===== src/include/core_cfg.svh =====
`ifndef CORE_CFG_SVH
`define CORE_CFG_SVH

// ----------------------------------------------------------------
// register byte offsets
// ----------------------------------------------------------------
`define OFF_CORE_STATUS   12'h000
`define OFF_CORE_OPTIONS  12'h004
`define OFF_POWER_CONTROL 12'h008
`define OFF_COUNTER_LOW   12'h00C
`define OFF_COUNTER_HOLD  12'h010

// ----------------------------------------------------------------
// core_status fields
// ----------------------------------------------------------------
`define ST_INDIRECT_BANK  7
`define ST_DIRECT_HI      6
`define ST_DIRECT_LO      5
`define ST_WD_EXPIRY      4
`define ST_SLEEP_ENTRY    3
`define ST_RESULT_NULL    2
`define ST_NIBBLE_CARRY   1
`define ST_FULL_CARRY     0

// ----------------------------------------------------------------
// core_options fields
// ----------------------------------------------------------------
`define OPT_PULLUP_DIS    7
`define OPT_IRQ_EDGE      6
`define OPT_T0_SOURCE     5
`define OPT_T0_EDGE       4
`define OPT_PSC_OWNER     3
`define OPT_RATIO_HI      2
`define OPT_RATIO_LO      0

// ----------------------------------------------------------------
// power_control fields
// ----------------------------------------------------------------
`define PC_COLD_START     1
`define PC_LOW_SUPPLY     0

// ----------------------------------------------------------------
// reset values and constants
// ----------------------------------------------------------------
`define RST_CORE_STATUS   8'h18
`define RST_CORE_OPTIONS  8'hFF
`define RST_POWER_CONTROL 2'h3
`define RST_HOLDING       5'h00
`define IRQ_VECTOR        13'h0004
`define SUPPLY_SW_MODE    2'h1
`define INSTR_CLK_DIV     2'h3

`endif


===== src/include/core_pkg.sv =====
package core_pkg;

  typedef enum logic [3:0] {
    PC_HOLD      = 4'h0,
    PC_STEP      = 4'h1,
    PC_CALL      = 4'h2,
    PC_JUMP      = 4'h3,
    PC_IRQ       = 4'h4,
    PC_RETURN    = 4'h5,
    PC_RET_LIT   = 4'h6,
    PC_RET_IRQ   = 4'h7,
    PC_LOW_WRITE = 4'h8,
    PC_LOW_ADD   = 4'h9
  } pc_op_t;

  typedef enum logic [2:0] {
    ALU_ADD   = 3'h0,
    ALU_SUB   = 3'h1,
    ALU_LOGIC = 3'h2,
    ALU_ROTL  = 3'h3,
    ALU_ROTR  = 3'h4
  } alu_op_t;

  typedef enum logic [2:0] {
    SEL_STATUS  = 3'h0,
    SEL_OPTIONS = 3'h1,
    SEL_POWER   = 3'h2,
    SEL_LOW     = 3'h3,
    SEL_HOLD    = 3'h4,
    SEL_NONE    = 3'h7
  } reg_sel_t;

  typedef struct packed {
    pc_op_t      op;
    logic [10:0] target;
    logic [7:0]  data;
  } pc_cmd_t;

  typedef struct packed {
    logic       valid;
    alu_op_t    op;
    logic       dest_status;
    logic [7:0] a;
    logic [7:0] b;
  } alu_req_t;

  typedef struct packed {
    logic sleep;
    logic kick;
    logic wd_timeout;
  } power_evt_t;

endpackage : core_pkg


===== src/core/core_status_pc_stack.sv =====
// Operation
// - indirect bank bit picks upper/lower 256 bytes
// - direct bank bits pick one of four banks
// - expiry and sleep flags follow kick/sleep/timeout
// - result-null flag set on zero add, subtract or logic result
// - nibble carry from low four bits
// - full carry from most significant bit
// - subtract adds two's complement, inverted borrow
// - rotates load carry with shifted-out bit
// - pull-up disable turns off all port pull-ups
// - edge select picks external interrupt edge
// - timer0 source: pin or quarter clock
// - timer0 pin polarity select
// - prescaler owner: watchdog or timer0
// - ratio field sets the prescaler owner's division rate only
// - reset causes clear flags, software resets
// - low-supply bit enables monitor in mode 01
// - 13-bit counter, low byte visible, reset clears
// - low byte write loads upper bits from holding
// - call/jump page bits from holding 4:3
// - hidden 8x13 return stack, push/pop
// - stack wraps circularly, no overflow flag
// - return restores full counter, holding untouched
// - flag writes ignored when alu targets status
//
// Chosen here: the address map and the APB register port.
`timescale 1ns/1ps
`include "core_cfg.svh"

module core_status_pc_stack (
  input  wire logic                pclk,
  input  wire logic                presetn,
  input  wire logic                psel,
  input  wire logic                penable,
  input  wire logic                pwrite,
  input  wire logic [11:0]         paddr,
  input  wire logic [31:0]         pwdata,
  input  wire logic [3:0]          pstrb,
  output logic      [31:0]         prdata,
  output logic                     pready,
  output logic                     pslverr,
  input  wire core_pkg::pc_cmd_t   pc_cmd,
  input  wire core_pkg::alu_req_t  alu_req,
  input  wire core_pkg::power_evt_t power_evt,
  input  wire logic                power_on_cause,
  input  wire logic                brown_out_cause,
  input  wire logic [1:0]          supply_monitor_mode,
  input  wire logic [7:0]          per_pin_pullup_reg,
  input  wire logic                ext_irq_pin,
  input  wire logic                timer0_ext_clock_pin,
  input  wire logic                watchdog_osc_tick,
  output logic [12:0]              program_counter,
  output logic [7:0]               alu_result,
  output logic [7:0]               core_status,
  output logic                     indirect_bank_bit,
  output logic [1:0]               direct_bank_bits,
  output logic [7:0]               port_b_pullup_en,
  output logic                     ext_irq_event,
  output logic                     timer0_inc,
  output logic                     watchdog_inc,
  output logic                     supply_monitor_en
);
  import core_pkg::*;

  // ----------------------------------------------------------------
  // register bus
  // ----------------------------------------------------------------
  function automatic reg_sel_t decode(input logic [11:0] addr);
    case (addr)
      `OFF_CORE_STATUS:   decode = SEL_STATUS;
      `OFF_CORE_OPTIONS:  decode = SEL_OPTIONS;
      `OFF_POWER_CONTROL: decode = SEL_POWER;
      `OFF_COUNTER_LOW:   decode = SEL_LOW;
      `OFF_COUNTER_HOLD:  decode = SEL_HOLD;
      default:            decode = SEL_NONE;
    endcase
  endfunction : decode

  logic [7:0]  status_reg;
  logic [7:0]  options_reg;
  logic [1:0]  power_reg;
  logic [4:0]  holding_reg;
  logic [12:0] pc_reg;
  logic [12:0] stack_mem [0:7];
  logic [2:0]  sp_reg;
  logic        first_reg;
  reg_sel_t    sel;
  logic        wr_lane0;
  logic        wr_status;
  logic        wr_options;
  logic        wr_power;
  logic        wr_low;
  logic        wr_hold;

  assign sel        = decode(paddr);
  // only byte lane 0 carries the 8-bit registers
  assign wr_lane0   = psel & penable & pwrite & pstrb[0];
  assign wr_status  = wr_lane0 & (sel == SEL_STATUS);
  assign wr_options = wr_lane0 & (sel == SEL_OPTIONS);
  assign wr_power   = wr_lane0 & (sel == SEL_POWER);
  assign wr_low     = wr_lane0 & (sel == SEL_LOW);
  assign wr_hold    = wr_lane0 & (sel == SEL_HOLD);
  assign pready     = 1'b1;
  assign pslverr    = psel & penable & (sel == SEL_NONE);

  // read data latched in the setup phase, so it is a flop in access
  always_ff @(posedge pclk or negedge presetn) begin
    if (!presetn) begin
      prdata <= 32'h0000_0000;
    end else if (psel & ~penable & ~pwrite) begin
      case (sel)
        SEL_STATUS:  prdata <= {24'h00_0000, status_reg};
        SEL_OPTIONS: prdata <= {24'h00_0000, options_reg};
        SEL_POWER:   prdata <= {30'h0000_0000, power_reg};
        SEL_LOW:     prdata <= {24'h00_0000, pc_reg[7:0]};
        SEL_HOLD:    prdata <= {27'h000_0000, holding_reg};
        default:     prdata <= 32'h0000_0000;
      endcase
    end
  end

  // ----------------------------------------------------------------
  // arithmetic flags
  // ----------------------------------------------------------------
  logic [8:0] sum9;
  logic [4:0] nib5;
  logic [7:0] res;
  logic [7:0] b_eff;
  logic       carry_new;

  always_comb begin
    b_eff     = (alu_req.op == ALU_SUB) ? ~alu_req.b : alu_req.b;
    sum9      = {1'b0, alu_req.a} + {1'b0, b_eff} + {8'h00, alu_req.op == ALU_SUB};
    nib5      = {1'b0, alu_req.a[3:0]} + {1'b0, b_eff[3:0]}
              + {4'h0, alu_req.op == ALU_SUB};
    res       = sum9[7:0];
    carry_new = sum9[8];
    case (alu_req.op)
      ALU_LOGIC: begin
        res       = alu_req.a;
        carry_new = status_reg[`ST_FULL_CARRY];
      end
      ALU_ROTL: begin
        res       = {alu_req.a[6:0], status_reg[`ST_FULL_CARRY]};
        carry_new = alu_req.a[7];
      end
      ALU_ROTR: begin
        res       = {status_reg[`ST_FULL_CARRY], alu_req.a[7:1]};
        carry_new = alu_req.a[0];
      end
      default: begin
      end
    endcase
  end

  always_ff @(posedge pclk or negedge presetn) begin
    if (!presetn) begin
      alu_result <= 8'h00;
    end else if (alu_req.valid) begin
      alu_result <= res;
    end
  end

  // ----------------------------------------------------------------
  // core_status
  // ----------------------------------------------------------------
  always_ff @(posedge pclk or negedge presetn) begin
    if (!presetn) begin
      status_reg <= `RST_CORE_STATUS;
    end else begin
      if (wr_status) begin
        status_reg[7:5] <= pwdata[7:5];
        status_reg[2:0] <= pwdata[2:0];
      end
      if (alu_req.valid && alu_req.dest_status) begin
        status_reg[7:5] <= res[7:5];
      end
      if (alu_req.valid) begin
        case (alu_req.op)
          ALU_ADD, ALU_SUB: begin
            status_reg[`ST_RESULT_NULL]  <= (res == 8'h00);
            status_reg[`ST_NIBBLE_CARRY] <= nib5[4];
            status_reg[`ST_FULL_CARRY]   <= carry_new;
          end
          ALU_LOGIC: status_reg[`ST_RESULT_NULL] <= (res == 8'h00);
          ALU_ROTL, ALU_ROTR: status_reg[`ST_FULL_CARRY] <= carry_new;
          default: begin
          end
        endcase
      end
      // expiry and sleep flags are never software writable
      if (power_evt.kick) begin
        status_reg[`ST_WD_EXPIRY]   <= 1'b1;
        status_reg[`ST_SLEEP_ENTRY] <= 1'b1;
      end else if (power_evt.sleep) begin
        status_reg[`ST_WD_EXPIRY]   <= 1'b1;
        status_reg[`ST_SLEEP_ENTRY] <= 1'b0;
      end
      if (power_evt.wd_timeout) begin
        status_reg[`ST_WD_EXPIRY] <= 1'b0;
      end
    end
  end

  assign core_status       = status_reg;
  assign indirect_bank_bit = status_reg[`ST_INDIRECT_BANK];
  assign direct_bank_bits  = status_reg[`ST_DIRECT_HI:`ST_DIRECT_LO];

  // ----------------------------------------------------------------
  // core_options and power_control
  // ----------------------------------------------------------------
  always_ff @(posedge pclk or negedge presetn) begin
    if (!presetn) begin
      options_reg <= `RST_CORE_OPTIONS;
    end else if (wr_options) begin
      options_reg <= pwdata[7:0];
    end
  end

  // cause straps are caught in the first cycle after release
  always_ff @(posedge pclk or negedge presetn) begin
    if (!presetn) begin
      first_reg <= 1'b1;
    end else begin
      first_reg <= 1'b0;
    end
  end

  always_ff @(posedge pclk or negedge presetn) begin
    if (!presetn) begin
      power_reg <= `RST_POWER_CONTROL;
    end else begin
      if (wr_power) begin
        power_reg <= pwdata[1:0];
      end
      if (first_reg && power_on_cause) begin
        power_reg <= 2'h0;
      end else if (first_reg && brown_out_cause) begin
        power_reg[`PC_LOW_SUPPLY] <= 1'b0;
      end
    end
  end

  always_ff @(posedge pclk or negedge presetn) begin
    if (!presetn) begin
      supply_monitor_en <= 1'b0;
      port_b_pullup_en  <= 8'h00;
    end else begin
      supply_monitor_en <= (supply_monitor_mode == `SUPPLY_SW_MODE)
                         & power_reg[`PC_LOW_SUPPLY];
      port_b_pullup_en  <= options_reg[`OPT_PULLUP_DIS] ? 8'h00 : per_pin_pullup_reg;
    end
  end

  // ----------------------------------------------------------------
  // pin edges, instruction clock, shared prescaler
  // ----------------------------------------------------------------
  logic       irq_prev_reg;
  logic       t0_prev_reg;
  logic [1:0] phase_reg;
  logic [7:0] psc_reg;
  logic [7:0] psc_next;
  logic [7:0] psc_mask;
  logic [2:0] ratio;
  logic       t0_pin_evt;
  logic       t0_evt;
  logic       psc_evt;
  logic       psc_hit;

  assign ratio      = options_reg[`OPT_RATIO_HI:`OPT_RATIO_LO];
  // no edge in the first cycle out of reset: the pin may idle high
  assign t0_pin_evt = ~first_reg
                    & (options_reg[`OPT_T0_EDGE] ? (t0_prev_reg & ~timer0_ext_clock_pin)
                    : (~t0_prev_reg & timer0_ext_clock_pin));
  assign t0_evt     = options_reg[`OPT_T0_SOURCE] ? t0_pin_evt
                    : (phase_reg == `INSTR_CLK_DIV);
  assign psc_evt    = options_reg[`OPT_PSC_OWNER] ? watchdog_osc_tick : t0_evt;
  // timer0 divides by 2^(n+1), the watchdog by 2^n
  assign psc_mask   = options_reg[`OPT_PSC_OWNER]
                    ? 8'((9'h001 << ratio) - 9'h001)
                    : 8'((9'h002 << ratio) - 9'h001);
  assign psc_next   = psc_reg + 8'h01;
  assign psc_hit    = psc_evt & ((psc_next & psc_mask) == 8'h00);

  always_ff @(posedge pclk or negedge presetn) begin
    if (!presetn) begin
      irq_prev_reg <= 1'b0;
      t0_prev_reg  <= 1'b0;
      phase_reg    <= 2'h0;
    end else begin
      irq_prev_reg <= ext_irq_pin;
      t0_prev_reg  <= timer0_ext_clock_pin;
      phase_reg    <= phase_reg + 2'h1;
    end
  end

  // restarting on an options write avoids a short first period
  always_ff @(posedge pclk or negedge presetn) begin
    if (!presetn) begin
      psc_reg <= 8'h00;
    end else if (wr_options) begin
      psc_reg <= 8'h00;
    end else if (psc_evt) begin
      psc_reg <= psc_next;
    end
  end

  always_ff @(posedge pclk or negedge presetn) begin
    if (!presetn) begin
      ext_irq_event <= 1'b0;
      timer0_inc    <= 1'b0;
      watchdog_inc  <= 1'b0;
    end else begin
      ext_irq_event <= ~first_reg
                     & (options_reg[`OPT_IRQ_EDGE] ? (ext_irq_pin & ~irq_prev_reg)
                     : (~ext_irq_pin & irq_prev_reg));
      timer0_inc    <= options_reg[`OPT_PSC_OWNER] ? t0_evt : psc_hit;
      watchdog_inc  <= options_reg[`OPT_PSC_OWNER] ? psc_hit : watchdog_osc_tick;
    end
  end

  // ----------------------------------------------------------------
  // program counter, holding register, return stack
  // ----------------------------------------------------------------
  logic [2:0] sp_prev;
  assign sp_prev = sp_reg - 3'h1;

  always_ff @(posedge pclk or negedge presetn) begin
    if (!presetn) begin
      holding_reg <= `RST_HOLDING;
    end else if (wr_hold) begin
      holding_reg <= pwdata[4:0];
    end
  end

  always_ff @(posedge pclk or negedge presetn) begin
    if (!presetn) begin
      pc_reg <= 13'h0000;
    end else if (wr_low) begin
      pc_reg <= {holding_reg, pwdata[7:0]};
    end else begin
      case (pc_cmd.op)
        PC_STEP:  pc_reg <= pc_reg + 13'h0001;
        PC_CALL, PC_JUMP: pc_reg <= {holding_reg[4:3], pc_cmd.target};
        PC_IRQ:   pc_reg <= `IRQ_VECTOR;
        PC_RETURN, PC_RET_LIT, PC_RET_IRQ: pc_reg <= stack_mem[sp_prev];
        PC_LOW_WRITE: pc_reg <= {holding_reg, pc_cmd.data};
        PC_LOW_ADD:   pc_reg <= {holding_reg, pc_reg[7:0] + pc_cmd.data};
        default: begin
        end
      endcase
    end
  end

  // pointer wraps silently: ninth push lands on the first slot
  always_ff @(posedge pclk or negedge presetn) begin
    if (!presetn) begin
      sp_reg <= 3'h0;
    end else if (!wr_low) begin
      case (pc_cmd.op)
        PC_CALL, PC_IRQ: sp_reg <= sp_reg + 3'h1;
        PC_RETURN, PC_RET_LIT, PC_RET_IRQ: sp_reg <= sp_prev;
        default: begin
        end
      endcase
    end
  end

  always_ff @(posedge pclk) begin
    if (presetn && !wr_low) begin
      if (pc_cmd.op == PC_CALL) begin
        stack_mem[sp_reg] <= pc_reg + 13'h0001;
      end else if (pc_cmd.op == PC_IRQ) begin
        stack_mem[sp_reg] <= pc_reg;
      end
    end
  end

  assign program_counter = pc_reg;

  logic arith;
  assign arith = alu_req.valid & (alu_req.op == ALU_ADD || alu_req.op == ALU_SUB);
endmodule : core_status_pc_stack


===== config.mk =====
export PLATFORM = sky130hd
export DESIGN_NAME = core_status_pc_stack
export DESIGN_NICKNAME = d
export VERILOG_FILES = /design/src/include/core_pkg.sv /design/src/core/core_status_pc_stack.sv
export VERILOG_INCLUDE_DIRS = /design/src /design/src/include
export SDC_FILE = /design/constraint.sdc
export NUM_CORES = 1
export LEC_CHECK = 0
export BUFFER_PORTS_ARGS = -buffer_cell sky130_fd_sc_hd__buf_2
export CORE_MARGIN = 3
export CORE_UTILIZATION = 25
export DETAILED_ROUTE_END_ITERATION = 8
export RECOVER_POWER = 25
export SYNTH_ARGS = -nofsm -noshare
export SYNTH_HDL_FRONTEND = slang
export SYNTH_SLANG_ARGS = --single-unit

===== constraint.sdc =====
create_clock -name pclk -period 4.9 [get_ports pclk]
set_input_delay 0.49 -clock pclk [delete_from_list [all_inputs] [get_ports pclk]]
set_output_delay 0.49 -clock pclk [all_outputs]
set_load 0.005 [all_outputs]

==> impl_metrics.tcl <==
set metrics [dict create \
    clk_latency_ns 0.44 \
    ir_drop_uv 262 \
    dp_hpwl_um 21200 \
    yosysSeqAreaShare_pct 50.7 \
    synthSimpleGateAreaFrac_pct 13.1 \
    max_slew_margin_pct -19.1 \
    wire_per_inst_um 18.7 \
    r2r_slack_ns 1.85 \
    max_cap_viol_count 1 \
    ys.flop_type "edfxtp_1" \
    hold_viol 0 \
    grt_pass1_vias 7359 \
    die-area_um2 43000 \
    finalSetupViolations 0 \
    rsz0062_at_grt "no" \
    synth_xor_area_share_pct 4.41 \
    synth_compound_area_share_pct 13.0 \
    clk_pin_slew_ns 0.08 \
    drive_gt1_share_pct 20.9 \
    die_x_um 207 \
    worstSetupPathType "input port to register" \
    drt_iter0_drc 658 \
    total_power_mw 5.09 \
    ys_ff_latch 184 \
    start_util_pct 25.4 \
    antenna_found_initial 3 \
    synth_top_area_share_pct 30.8 \
    num_antenna_cells 0 \
    fin_skew_ns 0.0153 \
    worst_setup_path_end_kind "register" \
    ys_top_cells_by_count "edfxtp_1 (104), nor2_1 (83), dfrtp_1 (67)" \
    synthCells 888 \
    synth_most_common_cell "edfxtp_1" \
    synthTopCellsByArea "edfxtp_1 (31%), dfrtp_1 (17%), mux4_2 (6.2%)" \
    regMostFlops "stack_mem" \
    async_reset_ff_share_pct 43.5 \
    hp-class "input port to register" \
    netlist_area_um2 10100 \
    post_dp_cell_area_um2 11300 \
    layout.nets 1154 \
    required_ns 5.28 \
    grt_usage_pct 13.2 \
    synth_edf_count 104 \
    cp-start-kind "input port" \
    routabilityCongestion 0.884 \
    crit_fanout 15 \
    fin_crit_ns 3.30 \
    avgSynthCellArea_um2 11.4 \
    fp.dieH_um 207 \
    place_inst 1519 \
    largest_reg_flops 104 \
    period_share_pct 67.3 \
    ant_nets 0 \
    maxSlewViolCount 71 \
    cts_tree "done" \
    fin_util_pct 29.6 \
    ys_warn_count 0 \
    p_per_area_nw_per_um2 430 \
    stdcell_area_um2 11800 \
    fin_cells 1552 \
    nFillCells 4117 \
    fp-row-count 73 \
    synth_largest_area_cell "edfxtp_1" \
    gr-total-overflow 0 \
    htreeDepth 4 \
    via_per_inst 4.97 \
    core-area_um2 39900 \
    violations "max-capacitance violations, max-slew violations" \
    cp.arrival_ns 3.68 \
    fin_setup_tns_ns 0 \
    leakage_nw 4.59 \
    post_synth_num_cell_types 80 \
    grt_pass1_wl_um 44500 \
    synthMuxAreaShare_pct 10.4 \
    ios 193 \
    postRouteWirelength_um 29100 \
    root_buffer "clkbuf_16" \
    fmaxAchievable_mhz 303 \
    worst_pin_slew_ns 1.79 \
    status "complete, but fails checks" \
    io_buffer_count 140 \
    numCtsBuffers 17 \
    synth_top_family_by_area "simple AND/OR/NAND/NOR gates" \
    syn_to_final_growth_pct 16.8 \
    clockBufferDepth 2 \
    post-route-drc-count 0 \
    vias 7716 \
    drtPass1Iterations 7 \
    clock-sinks 184 \
    grt_max_degree 71 \
    synth-adder-area-share_pct 3.23 \
]
worst max-delay path, cell delays in order:
cell	delay, ns
buf_2	0.24
nand2_1	0.13
nor2_1	0.61
xor2_1	0.29
ha_1	0.28
o21a_1	0.16
o22ai_1	0.27
o21ai_0	0.19
xor2_1	0.17
a221oi_1	0.56
a41o_2	0.28
through the flow:
| stage | hold WS (ns) | worst slack, ns |
|---|---|---|
| 2_1_floorplan | 0.194 | 1.75 |
| 3_3_place_gp | 0.357 | 1.16 |
| 3_5_place_dp | 0.356 | 1.13 |
| 4_1_cts | 0.156 | 1.59 |
| 5_1_grt | 0.169 | 1.41 |
| 6_report | 0.175 | 1.60 |
worst paths after layout:
kind                                              from                              to  depth (start not counted)
worst max-delay path                       alu_req[17]        core_status[2]$_DFF_PN0_                         11
worst min-delay path                      power_evt[0]      core_status[4]$_DFFE_PN1P_                          2
worst max register to register   sp_reg[1]$_DFFE_PN0P_  program_counter[5]$_DFFE_PN0P_                          8
worst min register to register  phase_reg[0]$_DFF_PN0_          phase_reg[0]$_DFF_PN0_                          1
max in group asynchronous                      presetn        core_status[1]$_DFF_PN0_                          3
min in group asynchronous                      presetn           sp_reg[2]$_DFFE_PN0P_                          2
where the power goes:
group	internal, mW	leakage (nW)	total, mW	switching (mW)
registers	1.85	1.90	2.03	0.184
clock network	0.711	0.304	1.43	0.716
logic	0.725	2.38	1.63	0.906
cells in the final DEF, fill, tap and decap left out, drive strengths merged, types with 7 or more instances in the layout:
master / instances
a21o: 10
nor2: 85
dfstp: 13
mux2i: 24
a211oi: 9
and3: 7
xor2: 29
a31oi: 11
nand3: 13
xnor2: 22
a21oi: 47
nand2b: 13
conb: 26
o221ai: 7
a22oi: 11
dfrtp: 67
o21ai: 46
o22ai: 21
ha: 23
nor2b: 21
a221oi: 7
mux2: 16
clkbuf: 55
mux4: 28
buf: 113
edfxtp: 104
inv: 37
nor3: 21
nand4: 9
nand2: 59
layer usage:
layer  track usage, %  vias to the layer above  routed length (um)
met5                0                        -                  11
met4             3.39                        2                 490
met3             3.54                       41                2280
met2             20.9                      285               13500
met1             18.2                     3869               12800
li1                 -                     3519                   -
cell families (layout without fill, tap and decap cells):
| family | count (synthesis) | in the layout |
|---|---|---|
| buffers and inverters | 97 | 212 |
| other | 2 | 26 |
| flip-flops | 184 | 184 |
| AND/OR/NAND/NOR | 257 | 257 |
| AO/OA/AOI/OAI | 204 | 204 |
| multiplexers | 68 | 68 |
| adder cells (fa/ha/maj) | 25 | 25 |
| XOR/XNOR | 51 | 51 |
repair_timing:
action	in CTS	in global routing
setup buffers	0	0
gates resized for setup	0	0
setup endpoints to repair	0	0
hold buffers	1	0
hold endpoints to repair	9	0
area by class of cell:
| type | instances | area, um^2 | share of cell area, % |
|---|---|---|---|
| Clock buffer | 17 | 425 | 3.60 |
| Sequential cell | 184 | 5140 | 43.4 |
| Clock inverter | 15 | 201 | 1.70 |
| Inverter | 28 | 105 | 0.888 |
| Tap cell | 525 | 657 | 5.55 |
| Multi-Input combinational cell | 631 | 4560 | 38.5 |
| Timing Repair Buffer | 152 | 744 | 6.29 |
Power figures use the tool's default switching activity.
